### src/design/sas_pkg.sv
package sas_pkg;

    // ****************************************
    // time base
    // ****************************************
    localparam int CLK_MHZ = 40;
    localparam int OSC_PERIOD_US = 10500;
    localparam int EMIT_WIDTH_US = 105;
    localparam int OSC_DIV_CYC = OSC_PERIOD_US * CLK_MHZ;
    localparam int EMIT_CYC = EMIT_WIDTH_US * CLK_MHZ;

    // ****************************************
    // pulse periods, in oscillator cycles
    // ****************************************
    localparam logic [9:0] PER_IDLE = 10'h3FF;   // 1024 - 1
    localparam logic [9:0] PER_ONE = 10'h0BF;    // 192 - 1
    localparam logic [9:0] PER_TWO = 10'h05F;    // 96 - 1
    localparam logic [9:0] PER_REMOTE = 10'h2FF; // 768 - 1
    localparam logic [9:0] PER_TEST = 10'h017;   // 24 - 1
    localparam logic [11:0] LED_ALARM = 12'h02F; // 48 - 1
    localparam logic [11:0] LED_HUSH = 12'h3FF;  // 1024 - 1
    localparam logic [11:0] LED_BLINK = 12'hFFF; // 4096 - 1

    // ****************************************
    // sequence lengths
    // ****************************************
    localparam logic [1:0] SMOKE_NEEDED = 2'h3;
    localparam logic [3:0] IO_QUAL = 4'h9;
    localparam logic [6:0] DUMP_LEN = 7'h60;       // 96
    localparam logic [15:0] HUSH_LEN = 16'hE000;   // 57344
    localparam logic [11:0] FAIL_HOLD = 12'hA00;   // 2560, inside 2048..3072
    localparam logic [8:0] HORN_CYCLE = 9'h17F;    // 384 - 1
    localparam logic [8:0] HORN_ON = 9'h030;       // 48
    localparam logic [8:0] HORN_LONG_OFF = 9'h0F0; // three on phases with two off phases between
    localparam logic [11:0] CHIRP_GAP = 12'h040;   // 2^6

    // ****************************************
    // sound IC codes
    // ****************************************
    localparam logic [2:0] CODE_STANDBY = 3'h0;
    localparam logic [2:0] CODE_LOCAL = 3'h1;
    localparam logic [2:0] CODE_REMOTE = 3'h2;
    localparam logic [2:0] CODE_PASS = 3'h3;
    localparam logic [2:0] CODE_FAIL = 3'h4;
    localparam logic [2:0] CODE_LOWBAT = 3'h5;
    localparam logic [2:0] CODE_CHAMBER = 3'h6;

    // input bit positions at the synchroniser
    localparam int IN_TEST = 0;
    localparam int IN_IO = 1;
    localparam int IN_SMOKE = 2;
    localparam int IN_LOWBAT = 3;
    localparam int IN_CHAMBER = 4;
    localparam int IN_HUSH = 5;
    localparam int IN_BLINK = 6;
    localparam int IN_COUNT = 7;

endpackage

### src/design/sas_sync2.sv
`timescale 1ns/1ps
module sas_sync2 #(
    parameter int WIDTH = 1
) (
    input wire logic clk,
    input wire logic arst_n,
    input wire logic [WIDTH-1:0] async,
    output logic [WIDTH-1:0] synced
);
    // first stage feeds only the second stage
    logic [WIDTH-1:0] stage1;

    always_ff @(posedge clk or negedge arst_n) begin
        if (!arst_n) begin
            stage1 <= '0;
            synced <= '0;
        end else begin
            stage1 <= async;
            synced <= stage1;
        end
    end
endmodule

### src/design/sas_sequencer.sv
`timescale 1ns/1ps
// Contract
// - idle: strobe and emitter pulse every 1024 oscillator cycles
// - one valid smoke sample: pulse period 192 cycles
// - two samples or local alarm: pulse period 96 cycles
// - outside local alarm: high-gain chamber check every 2^18 cycles
// - push test active: pulse every 24 cycles
// - local alarm after three consecutive detections; raises hysteresis gain
// - high gain in test and chamber check, low gain in standby
// - local smoke drives interconnect high
// - standby samples interconnect every 4 cycles, needs sustained high
// - any low during qualification cancels; short pulses rejected
// - remote alarm 9 to 13 cycles after interconnect rises
// - local alarm stops interconnect being an input
// - indicator pulses suppressed during remote alarm; only the blink is masked, test and quiet-timer pulses still show
// - end of local or test alarm: discharge for 96 cycles
// - three push-pull code outputs with fixed state codes
// - supply or chamber warning: code pulse 1 cycle per 2^12
// - battery warning: horn 1 cycle per 2^12; chamber warning: horn 3 cycles per 2^12
// - chamber warning is three chirps 2^6 cycles apart
// - alarms drive temporal horn pattern 48 on 48 off, 144 off
// - failed test code held 2^11..3072 cycles after release
// - emitter never on while indicator is on
// - quiet timer restarted by button release, lasts 57344 cycles
// - horn output high enables the boost converter
module sas_sequencer #(
    parameter int OSC_DIV = sas_pkg::OSC_DIV_CYC,
    parameter int EMIT_LEN = sas_pkg::EMIT_CYC
) (
    input wire logic clk,
    input wire logic arst_n,
    input wire logic testButton,
    input wire logic ioIn,
    input wire logic smokeDetect,
    input wire logic lowBattery,
    input wire logic chamberDegraded,
    input wire logic hushEnable,
    input wire logic blinkEnable,
    output logic strobe,
    output logic emitter,
    output logic indicator,
    output logic high_gain_cap,
    output logic low_gain_cap,
    output logic hysteresisRaise,
    output logic quietMode,
    output logic ioOut,
    output logic ioOe,
    output logic ioDump,
    output logic sound_code_bit0,
    output logic sound_code_bit1,
    output logic sound_code_bit2,
    output logic horn
);
    import sas_pkg::*;

    // ****************************************
    // input synchronisers and time base
    // ****************************************
    logic [IN_COUNT-1:0] pinsSync;
    logic [18:0] divCount;
    logic [17:0] oscCount;
    logic oscTick;
    logic sTest, sIo, sSmoke, sLowBat, sChamber, sHush, sBlink;

    sas_sync2 #(.WIDTH(IN_COUNT)) u_sync (
        .clk(clk),
        .arst_n(arst_n),
        .async({blinkEnable, hushEnable, chamberDegraded, lowBattery,
                smokeDetect, ioIn, testButton}),
        .synced(pinsSync)
    );

    assign sTest = pinsSync[IN_TEST];
    assign sIo = pinsSync[IN_IO];
    assign sSmoke = pinsSync[IN_SMOKE];
    assign sLowBat = pinsSync[IN_LOWBAT];
    assign sChamber = pinsSync[IN_CHAMBER];
    assign sHush = pinsSync[IN_HUSH];
    assign sBlink = pinsSync[IN_BLINK];
    assign oscTick = (divCount == 19'(OSC_DIV - 1));

    // one oscillator cycle is the unit of every timer below
    always_ff @(posedge clk or negedge arst_n) begin
        if (!arst_n) begin
            divCount <= '0;
            oscCount <= '0;
        end else begin
            divCount <= oscTick ? '0 : divCount + 19'h1;
            if (oscTick) begin
                oscCount <= oscCount + 18'h1;
            end
        end
    end

    // ****************************************
    // smoke sampling and test state
    // ****************************************
    logic [1:0] smokeCnt, testHits, testMiss;
    logic localAlarm, testPass, testFail, testPrev, chkCycle;
    logic remoteAlarm;
    logic [9:0] perCount;
    logic sampleDone, fire, chamberTick, testFall, alarmAfter;
    logic [1:0] cntAfter;

    function automatic logic [9:0] periodFor(input logic test,
            input logic alarm, input logic [1:0] cnt, input logic remote);
        logic [9:0] p;
        p = PER_IDLE;
        if (test) p = PER_TEST;
        else if (alarm || cnt == 2'h2) p = PER_TWO;
        else if (cnt == 2'h1) p = PER_ONE;
        else if (remote) p = PER_REMOTE;
        return p;
    endfunction

    assign sampleDone = oscTick && strobe && !chkCycle;
    assign chamberTick = oscTick && oscCount == '0 && !localAlarm;
    assign fire = oscTick && perCount == '0;
    assign testFall = testPrev && !sTest;
    assign cntAfter = sSmoke ? smokeCnt + {1'b0, smokeCnt != 2'h3} : 2'h0;
    assign alarmAfter = sSmoke && smokeCnt >= 2'h2;

    // ordinary samples count toward alarm; test samples toward pass/fail
    always_ff @(posedge clk or negedge arst_n) begin
        if (!arst_n) begin
            smokeCnt <= '0;
            localAlarm <= 1'b0;
            testHits <= '0;
            testMiss <= '0;
        end else if (sampleDone && sTest) begin
            testHits <= sSmoke ? testHits + {1'b0, testHits != 2'h3} : '0;
            testMiss <= sSmoke ? '0 : testMiss + {1'b0, testMiss != 2'h3};
        end else if (sampleDone) begin
            smokeCnt <= cntAfter;
            localAlarm <= alarmAfter;
        end else if (!sTest) begin
            testHits <= '0;
            testMiss <= '0;
        end
    end

    // pass or fail holds for the button press; the period reloads at
    // each sample end outside test so a faster rate takes hold at once
    always_ff @(posedge clk or negedge arst_n) begin
        if (!arst_n) begin
            testPass <= 1'b0;
            testFail <= 1'b0;
            testPrev <= 1'b0;
            perCount <= PER_IDLE;
            strobe <= 1'b0;
            chkCycle <= 1'b0;
        end else begin
            testPrev <= sTest;
            testPass <= sTest && (testPass || testHits == SMOKE_NEEDED);
            testFail <= sTest && (testFail || testMiss == SMOKE_NEEDED);
            if (sTest && !testPrev) begin
                perCount <= PER_TEST;
            end else if (sampleDone && !sTest) begin
                perCount <= periodFor(1'b0, alarmAfter, cntAfter,
                                      remoteAlarm) - 10'h1;
            end else if (oscTick) begin
                perCount <= fire ? periodFor(sTest, localAlarm, smokeCnt,
                                             remoteAlarm) : perCount - 10'h1;
            end
            if (oscTick) begin
                strobe <= fire || chamberTick;
                chkCycle <= chamberTick && !fire;
            end
        end
    end

    // ****************************************
    // interconnect qualification and drive
    // ****************************************
    logic [3:0] ioRun;
    logic [6:0] dumpCnt;
    logic alarmDrive, drivePrev;
    logic [11:0] failCnt;
    logic [15:0] quietCnt;

    assign alarmDrive = localAlarm || testPass;

    // any low clock sample clears the run, so short pulses die here
    always_ff @(posedge clk or negedge arst_n) begin
        if (!arst_n) begin
            ioRun <= '0;
            remoteAlarm <= 1'b0;
        end else if (alarmDrive || !sIo) begin
            ioRun <= '0;
            remoteAlarm <= 1'b0;
        end else if (oscTick) begin
            ioRun <= (ioRun == IO_QUAL) ? ioRun : ioRun + 4'h1;
            if (oscCount[1:0] == 2'h0 && ioRun == IO_QUAL) begin
                remoteAlarm <= 1'b1;
            end
        end
    end

    // discharge, failed-test hold and quiet timer all count osc cycles
    always_ff @(posedge clk or negedge arst_n) begin
        if (!arst_n) begin
            drivePrev <= 1'b0;
            dumpCnt <= '0;
            failCnt <= '0;
            quietCnt <= '0;
        end else begin
            drivePrev <= alarmDrive;
            if (drivePrev && !alarmDrive) begin
                dumpCnt <= DUMP_LEN;
            end else if (oscTick && dumpCnt != '0) begin
                dumpCnt <= dumpCnt - 7'h1;
            end
            if (testFall && testFail) begin
                failCnt <= FAIL_HOLD;
            end else if (oscTick && failCnt != '0) begin
                failCnt <= failCnt - 12'h1;
            end
            if (testFall && sHush) begin
                quietCnt <= HUSH_LEN;
            end else if (oscTick && quietCnt != '0) begin
                quietCnt <= quietCnt - 16'h1;
            end
        end
    end

    // ****************************************
    // indicator, emitter and gain selection
    // ****************************************
    logic [11:0] ledCount, ledPeriod;
    logic ledAllowed, ledFire, next_emitter, next_indicator;
    logic warnSlot, chirpSlot;

    assign ledPeriod = (localAlarm || sTest) ? LED_ALARM :
                       (quietCnt != '0) ? LED_HUSH : LED_BLINK;
    assign ledAllowed = localAlarm || sTest || quietCnt != '0 ||
                        (sBlink && !remoteAlarm);
    assign ledFire = oscTick && ledCount == '0 && ledAllowed;
    assign next_indicator = oscTick ? ledFire : indicator;
    // emitter sits at the tail of the strobe window, never beside the led
    assign next_emitter = strobe && !next_indicator &&
                          divCount >= 19'(OSC_DIV - EMIT_LEN);

    always_ff @(posedge clk or negedge arst_n) begin
        if (!arst_n) begin
            ledCount <= LED_BLINK;
            indicator <= 1'b0;
            emitter <= 1'b0;
            high_gain_cap <= 1'b0;
            low_gain_cap <= 1'b1;
            hysteresisRaise <= 1'b0;
            quietMode <= 1'b0;
        end else begin
            if (oscTick) begin
                ledCount <= (ledCount == '0 || ledCount > ledPeriod) ?
                            ledPeriod : ledCount - 12'h1;
            end
            indicator <= next_indicator;
            emitter <= next_emitter;
            high_gain_cap <= sTest || chkCycle;
            low_gain_cap <= !(sTest || chkCycle);
            hysteresisRaise <= localAlarm;
            quietMode <= quietCnt != '0;
        end
    end

    // ****************************************
    // sound code, horn and interconnect outputs
    // ****************************************
    logic [8:0] hornPhase;
    logic [2:0] soundCode, next_code;
    logic warnPulse, chirp, alarmSound, patternOn, next_horn;

    assign warnSlot = oscCount[11:0] == '0;
    assign chirpSlot = warnSlot || oscCount[11:0] == CHIRP_GAP ||
                       oscCount[11:0] == 12'(CHIRP_GAP << 1);
    assign alarmSound = localAlarm || remoteAlarm || testPass;
    assign patternOn = hornPhase < HORN_LONG_OFF &&
                       (hornPhase % (HORN_ON << 1)) < HORN_ON;
    assign next_horn = alarmSound ? patternOn : chirp;
    assign next_code = localAlarm ? CODE_LOCAL :
                       testPass ? CODE_PASS :
                       (testFail || failCnt != '0) ? CODE_FAIL :
                       remoteAlarm ? CODE_REMOTE :
                       (warnPulse && sLowBat) ? CODE_LOWBAT :
                       (warnPulse && sChamber) ? CODE_CHAMBER :
                       CODE_STANDBY;

    always_ff @(posedge clk or negedge arst_n) begin
        if (!arst_n) begin
            hornPhase <= '0;
            warnPulse <= 1'b0;
            chirp <= 1'b0;
            soundCode <= CODE_STANDBY;
            horn <= 1'b0;
            ioOut <= 1'b0;
            ioOe <= 1'b0;
            ioDump <= 1'b0;
        end else begin
            if (!alarmSound) begin
                hornPhase <= '0;
            end else if (oscTick) begin
                hornPhase <= (hornPhase == HORN_CYCLE) ? '0 :
                             hornPhase + 9'h1;
            end
            if (oscTick) begin
                warnPulse <= warnSlot && (sLowBat || sChamber);
                chirp <= (sLowBat && warnSlot) ||
                         (sChamber && chirpSlot);
            end
            soundCode <= next_code;
            horn <= next_horn;
            ioOut <= alarmDrive;
            ioOe <= alarmDrive;
            ioDump <= dumpCnt != '0;
        end
    end

    assign sound_code_bit0 = soundCode[0];
    assign sound_code_bit1 = soundCode[1];
    assign sound_code_bit2 = soundCode[2];
endmodule

### config.mk
export PLATFORM = sky130hd
export DESIGN_NAME = sas_sequencer
export DESIGN_NICKNAME = d
export VERILOG_FILES = /design/src/design/sas_pkg.sv /design/src/design/sas_sync2.sv /design/src/design/sas_sequencer.sv
export SDC_FILE = /design/constraint.sdc
export NUM_CORES = 1
export LEC_CHECK = 0
export BUFFER_PORTS_ARGS = -buffer_cell sky130_fd_sc_hd__buf_2
export CORE_ASPECT_RATIO = 2
export CORE_MARGIN = 2
export CORE_UTILIZATION = 60
export CTS_CLUSTER_DIAMETER = 120
export CTS_CLUSTER_SIZE = 25
export DETAILED_ROUTE_END_ITERATION = 16
export GPL_ROUTABILITY_DRIVEN = 0
export PLACE_DENSITY = 0.87
export SLEW_MARGIN = 25
export SYNTH_ARGS = -nofsm -noshare
export SYNTH_HDL_FRONTEND = slang
export SYNTH_SLANG_ARGS = --single-unit
### constraint.sdc
create_clock -name clk -period 10.6 [get_ports clk]
set_input_delay 1.06 -clock clk [delete_from_list [all_inputs] [get_ports clk]]
set_output_delay 1.06 -clock clk [all_outputs]
set_load 0.01 [all_outputs]
==> summary.md <==
| Metric | Value |
|---|---|
| Max_cap viols | `0` |
| Via Count | `approximately 5,900` |
| Final clock period utilization by the worst path | `a little over two fifths` |
| Rel. slew slack | `roughly 45%` |
| ANT cells | `0` |
| Ys Warns | `0` |
| Pre-antenna DRT Iters | `5` |
| Worst path slowest cell | `o22ai_1` |
| Main area contributors after synthesis | `dfrtp_1, dfstp_2, nor2_1, xor2_1, xnor2_1` |
| RSZ-0062 raised after global routing | `false` |
| PD cells | `approximately 150 mW/mm²` |
| Peak supply drop | `around 0.13 mV` |
| Antenna Nets Post-Route | `0` |
| Row cnt | `between 50 and 60` |
| Final hold vios | `0` |
| Initial antenna violation count | `0` |
| Pin count of the biggest net entering global routing | `just under 90` |
| Actual slew at the worst max-slew pin | `0.818 ns` |
| Worst Hold Margin | `~0.35 ns` |
| Crit path DAT | `approximately 5 ns` |
| CTS tree | `yes` |
| Synthesized cell area | `~0.0073 mm²` |
| Register area share after synthesis | `between 50% and 60%` |
| Hold_buf cts | `0` |
| Cell repeated most along the worst path | `inv_1` |
| Startpoint types | `flop` |
| Setup TNS | `0 ns` |
| Number of global-route vias before repair | `about 6,300` |
| Worst hold path class | `flop to flop` |
| Setup violators final | `0` |
| Crit Path Max Fanout | `13` |
| FFs w/ async S/R, synth | `100%` |
| Tot GR Track Use | `28.6%` |
| Share of cells above drive strength 1 | `around an eighth` |
| Setup crit end kind | `flop` |
| Detailed Place HPWL | `about 11 mm` |
| Syn nets | `a little under 800` |
| Fmax | `219 MHz` |
| Chip Height | `~160 µm` |
| Synth Flop Type | `dfrtp_1` |
| Buf/Inv on CP | `3` |
| Bufs on Longest Clock Path | `2` |
| CP Class | `flop to flop` |
| First-pass GRT wire length | `around 29 mm` |
| Synth Register Bits | `around 150` |
| Netlist cell types | `61` |
| Yosys top cell area share | `roughly 43%` |
| Crit-path leading delay family | `simple AND/OR/NAND/NOR gates` |
| Die W | `between 80 and 90 µm` |
| WL/cell | `about 18 µm` |
| Initial DRC Count | `around 540` |
| Status | `finished, final reports clean` |
| Tmin final | `roughly 4.6 ns` |
| Core Area | `between 0.01 and 0.015 mm²` |
| CTS H-tree depth | `4` |
| Vias/cell | `~6.3` |
| Number of flops mapped to enable cells by yosys | `0` |
| Max Clock Skew | `0.0110 ns` |
| Num CTS Buffers | `17` |
| Post-CTS resize count | `0` |
| Setup Fix Bufs, Post-CTS | `0` |
| IO Count | `23` |
| Die area | `0.0131 mm²` |
| Critical Path, Cell by Cell | `inv_1 > ha_1 > nor3b_1 > nand3b_1 > nor3_1 > inv_1 > nor2_1 > inv_1 > ha_1 > a21oi_1 > o21ai_0 > o22ai_1 > and2_1 > nor3_1 > a2111o_1` |
| Area growth syn-to-layout | `12.0%` |
| Pleak | `3.71 nW` |
| CTS sink count | `roughly 150` |
| Area leader, netlist | `dfrtp_1` |
| Reg clk slew, reported paths | `~0.07 ns` |
| Max stage delay on crit path | `approximately 0.50 ns` |
| Port buffer count | `22` |
| Avg Cell Area, Syn | `9.75 µm²` |
| CTS root buffer | `clkbuf_16` |
| Nets | `~800` |
| Synth Instances | `~750` |
| Final Total Pwr | `approximately 1.2 mW` |
| GRT overflow | `0` |
| R2R setup slack | `between 6 and 7 ns` |
| DRT Wirelength | `17.1 mm` |
| Critical path data required time | `10.95 ns` |
| Drt drc | `0` |
| Fin. max-slew vios | `0` |
| Worst skew pair latency | `0.43 ns` |
| Initial core utilization | `approximately three fifths` |
==> final timing paths <==
path | startpoint | endpoint | depth (start not counted)
min in group asynchronous | arst_n | hornPhase[1] | 1
hold / removal | u_sync.stage1[1] | u_sync.synced[1] | 0
max in group asynchronous | arst_n | chkCycle | 2
setup / recovery | quietCnt[0] | ledCount[8] | 15
setup reg to reg | quietCnt[0] | ledCount[8] | 15
hold reg to reg | u_sync.stage1[1] | u_sync.synced[1] | 0
==> state kept, by name, summed over array words and instances, names as in the netlist, 2 cells and up <==
name and cells:
divCount 19, oscCount 18, quietCnt 16, failCnt 12, ledCount 12, perCount 10, hornPhase 9, dumpCnt 7
u_sync.stage1 7, u_sync.synced 7, ioRun 4, soundCode 3, smokeCnt 2, testHits 2, testMiss 2
==> per-stage QoR <==
| stage | worst slack (ns) | cell area, µm² | utilization [%] | instances |
|---|---|---|---|---|
| floorplan | 6.94 | 7270 | - | 746 |
| global placement | 6.35 | 7510 | 63.8 | 892 |
| detailed placement | 6.15 | 7510 | 63.8 | 892 |
| CTS | 6.12 | 8140 | 69.2 | 924 |
| global route | 5.68 | 8140 | 69.2 | 924 |
| finish | 6.03 | 8140 | 69.2 | 924 |
==> final cells by class <==
| class | count | area [µm²] |
|---|---|---|
| flip-flops and latches | 148 | 3730 |
| fillers | 855 | 3630 |
| multi-input cells | 540 | 3330 |
| clock buffers | 17 | 425 |
| clock inverters | 15 | 204 |
| well taps | 145 | 181 |
| repair buffers | 27 | 154 |
| inverters | 32 | 120 |
==> placed cells by master, fill, tap and decap left out, types with 11 or more instances in the layout <==
cell type	count
nand4_1	22
dfstp_2	23
a21oi_1	41
and3_1	11
o21ai_0	32
nor4_1	17
xor2_1	34
xnor2_1	33
clkbuf_16	17
nand3_1	27
nor3_1	30
ha_1	23
nand2_1	65
buf_2	21
nor2_1	89
dfrtp_1	125
inv_1	32
==> synth_stat cells, types with 2 or more instances <==
master / number
buf_2: 3
and2_1: 7
nand2b_1: 8
and4_1: 4
dfrtp_1: 125
or4_1: 9
inv_1: 32
nand4_1: 22
nor2_1: 89
ha_1: 23
nand4b_1: 3
and3_1: 11
xor2_1: 34
o21a_1: 3
nor4_1: 17
a21oi_1: 41
a31oi_1: 9
nor2b_1: 5
o211ai_1: 3
o21ai_0: 32
nor3_1: 32
o31ai_1: 2
clkbuf_1: 18
dfstp_2: 23
nand4_2: 2
or3_1: 7
nor3b_1: 3
a211o_1: 4
o41ai_1: 2
nand3b_1: 3
mux2i_1: 3
a211oi_1: 8
o22ai_1: 2
buf_1: 4
nand2_1: 65
xnor2_1: 33
or2_2: 5
nand3_1: 27
==> cells by family after synthesis <==
group	Yosys count	share of synthesized area (%)
XOR/XNOR	67	8.07
AO/OA/AOI/OAI	121	10.1
multiplexers	4	0.568
adder cells (fa/ha/maj)	23	3.96
flip-flops	148	51.3
buffers and inverters	58	3.10
AND/OR/NAND/NOR	325	22.9
==> report_power, final <==
part / internal [mW] / switching [mW]
Sequential: 0.569 / 0.00248
Clock: 0.382 / 0.267
Combinational: 0.00371 / 0.0164
==> per-layer routing <==
metal	vias to the layer above	share of wire (%)	wire length, µm	GRT usage [%]
met2	230	53	9070	48.1
met5	-	0	0	0
met4	0	5.0	857	17.6
met3	74	4.7	806	5.93
li1	2661	-	-	-
met1	2892	37	6330	32.0
No activity file was read; power rests on OpenSTA's default activity.
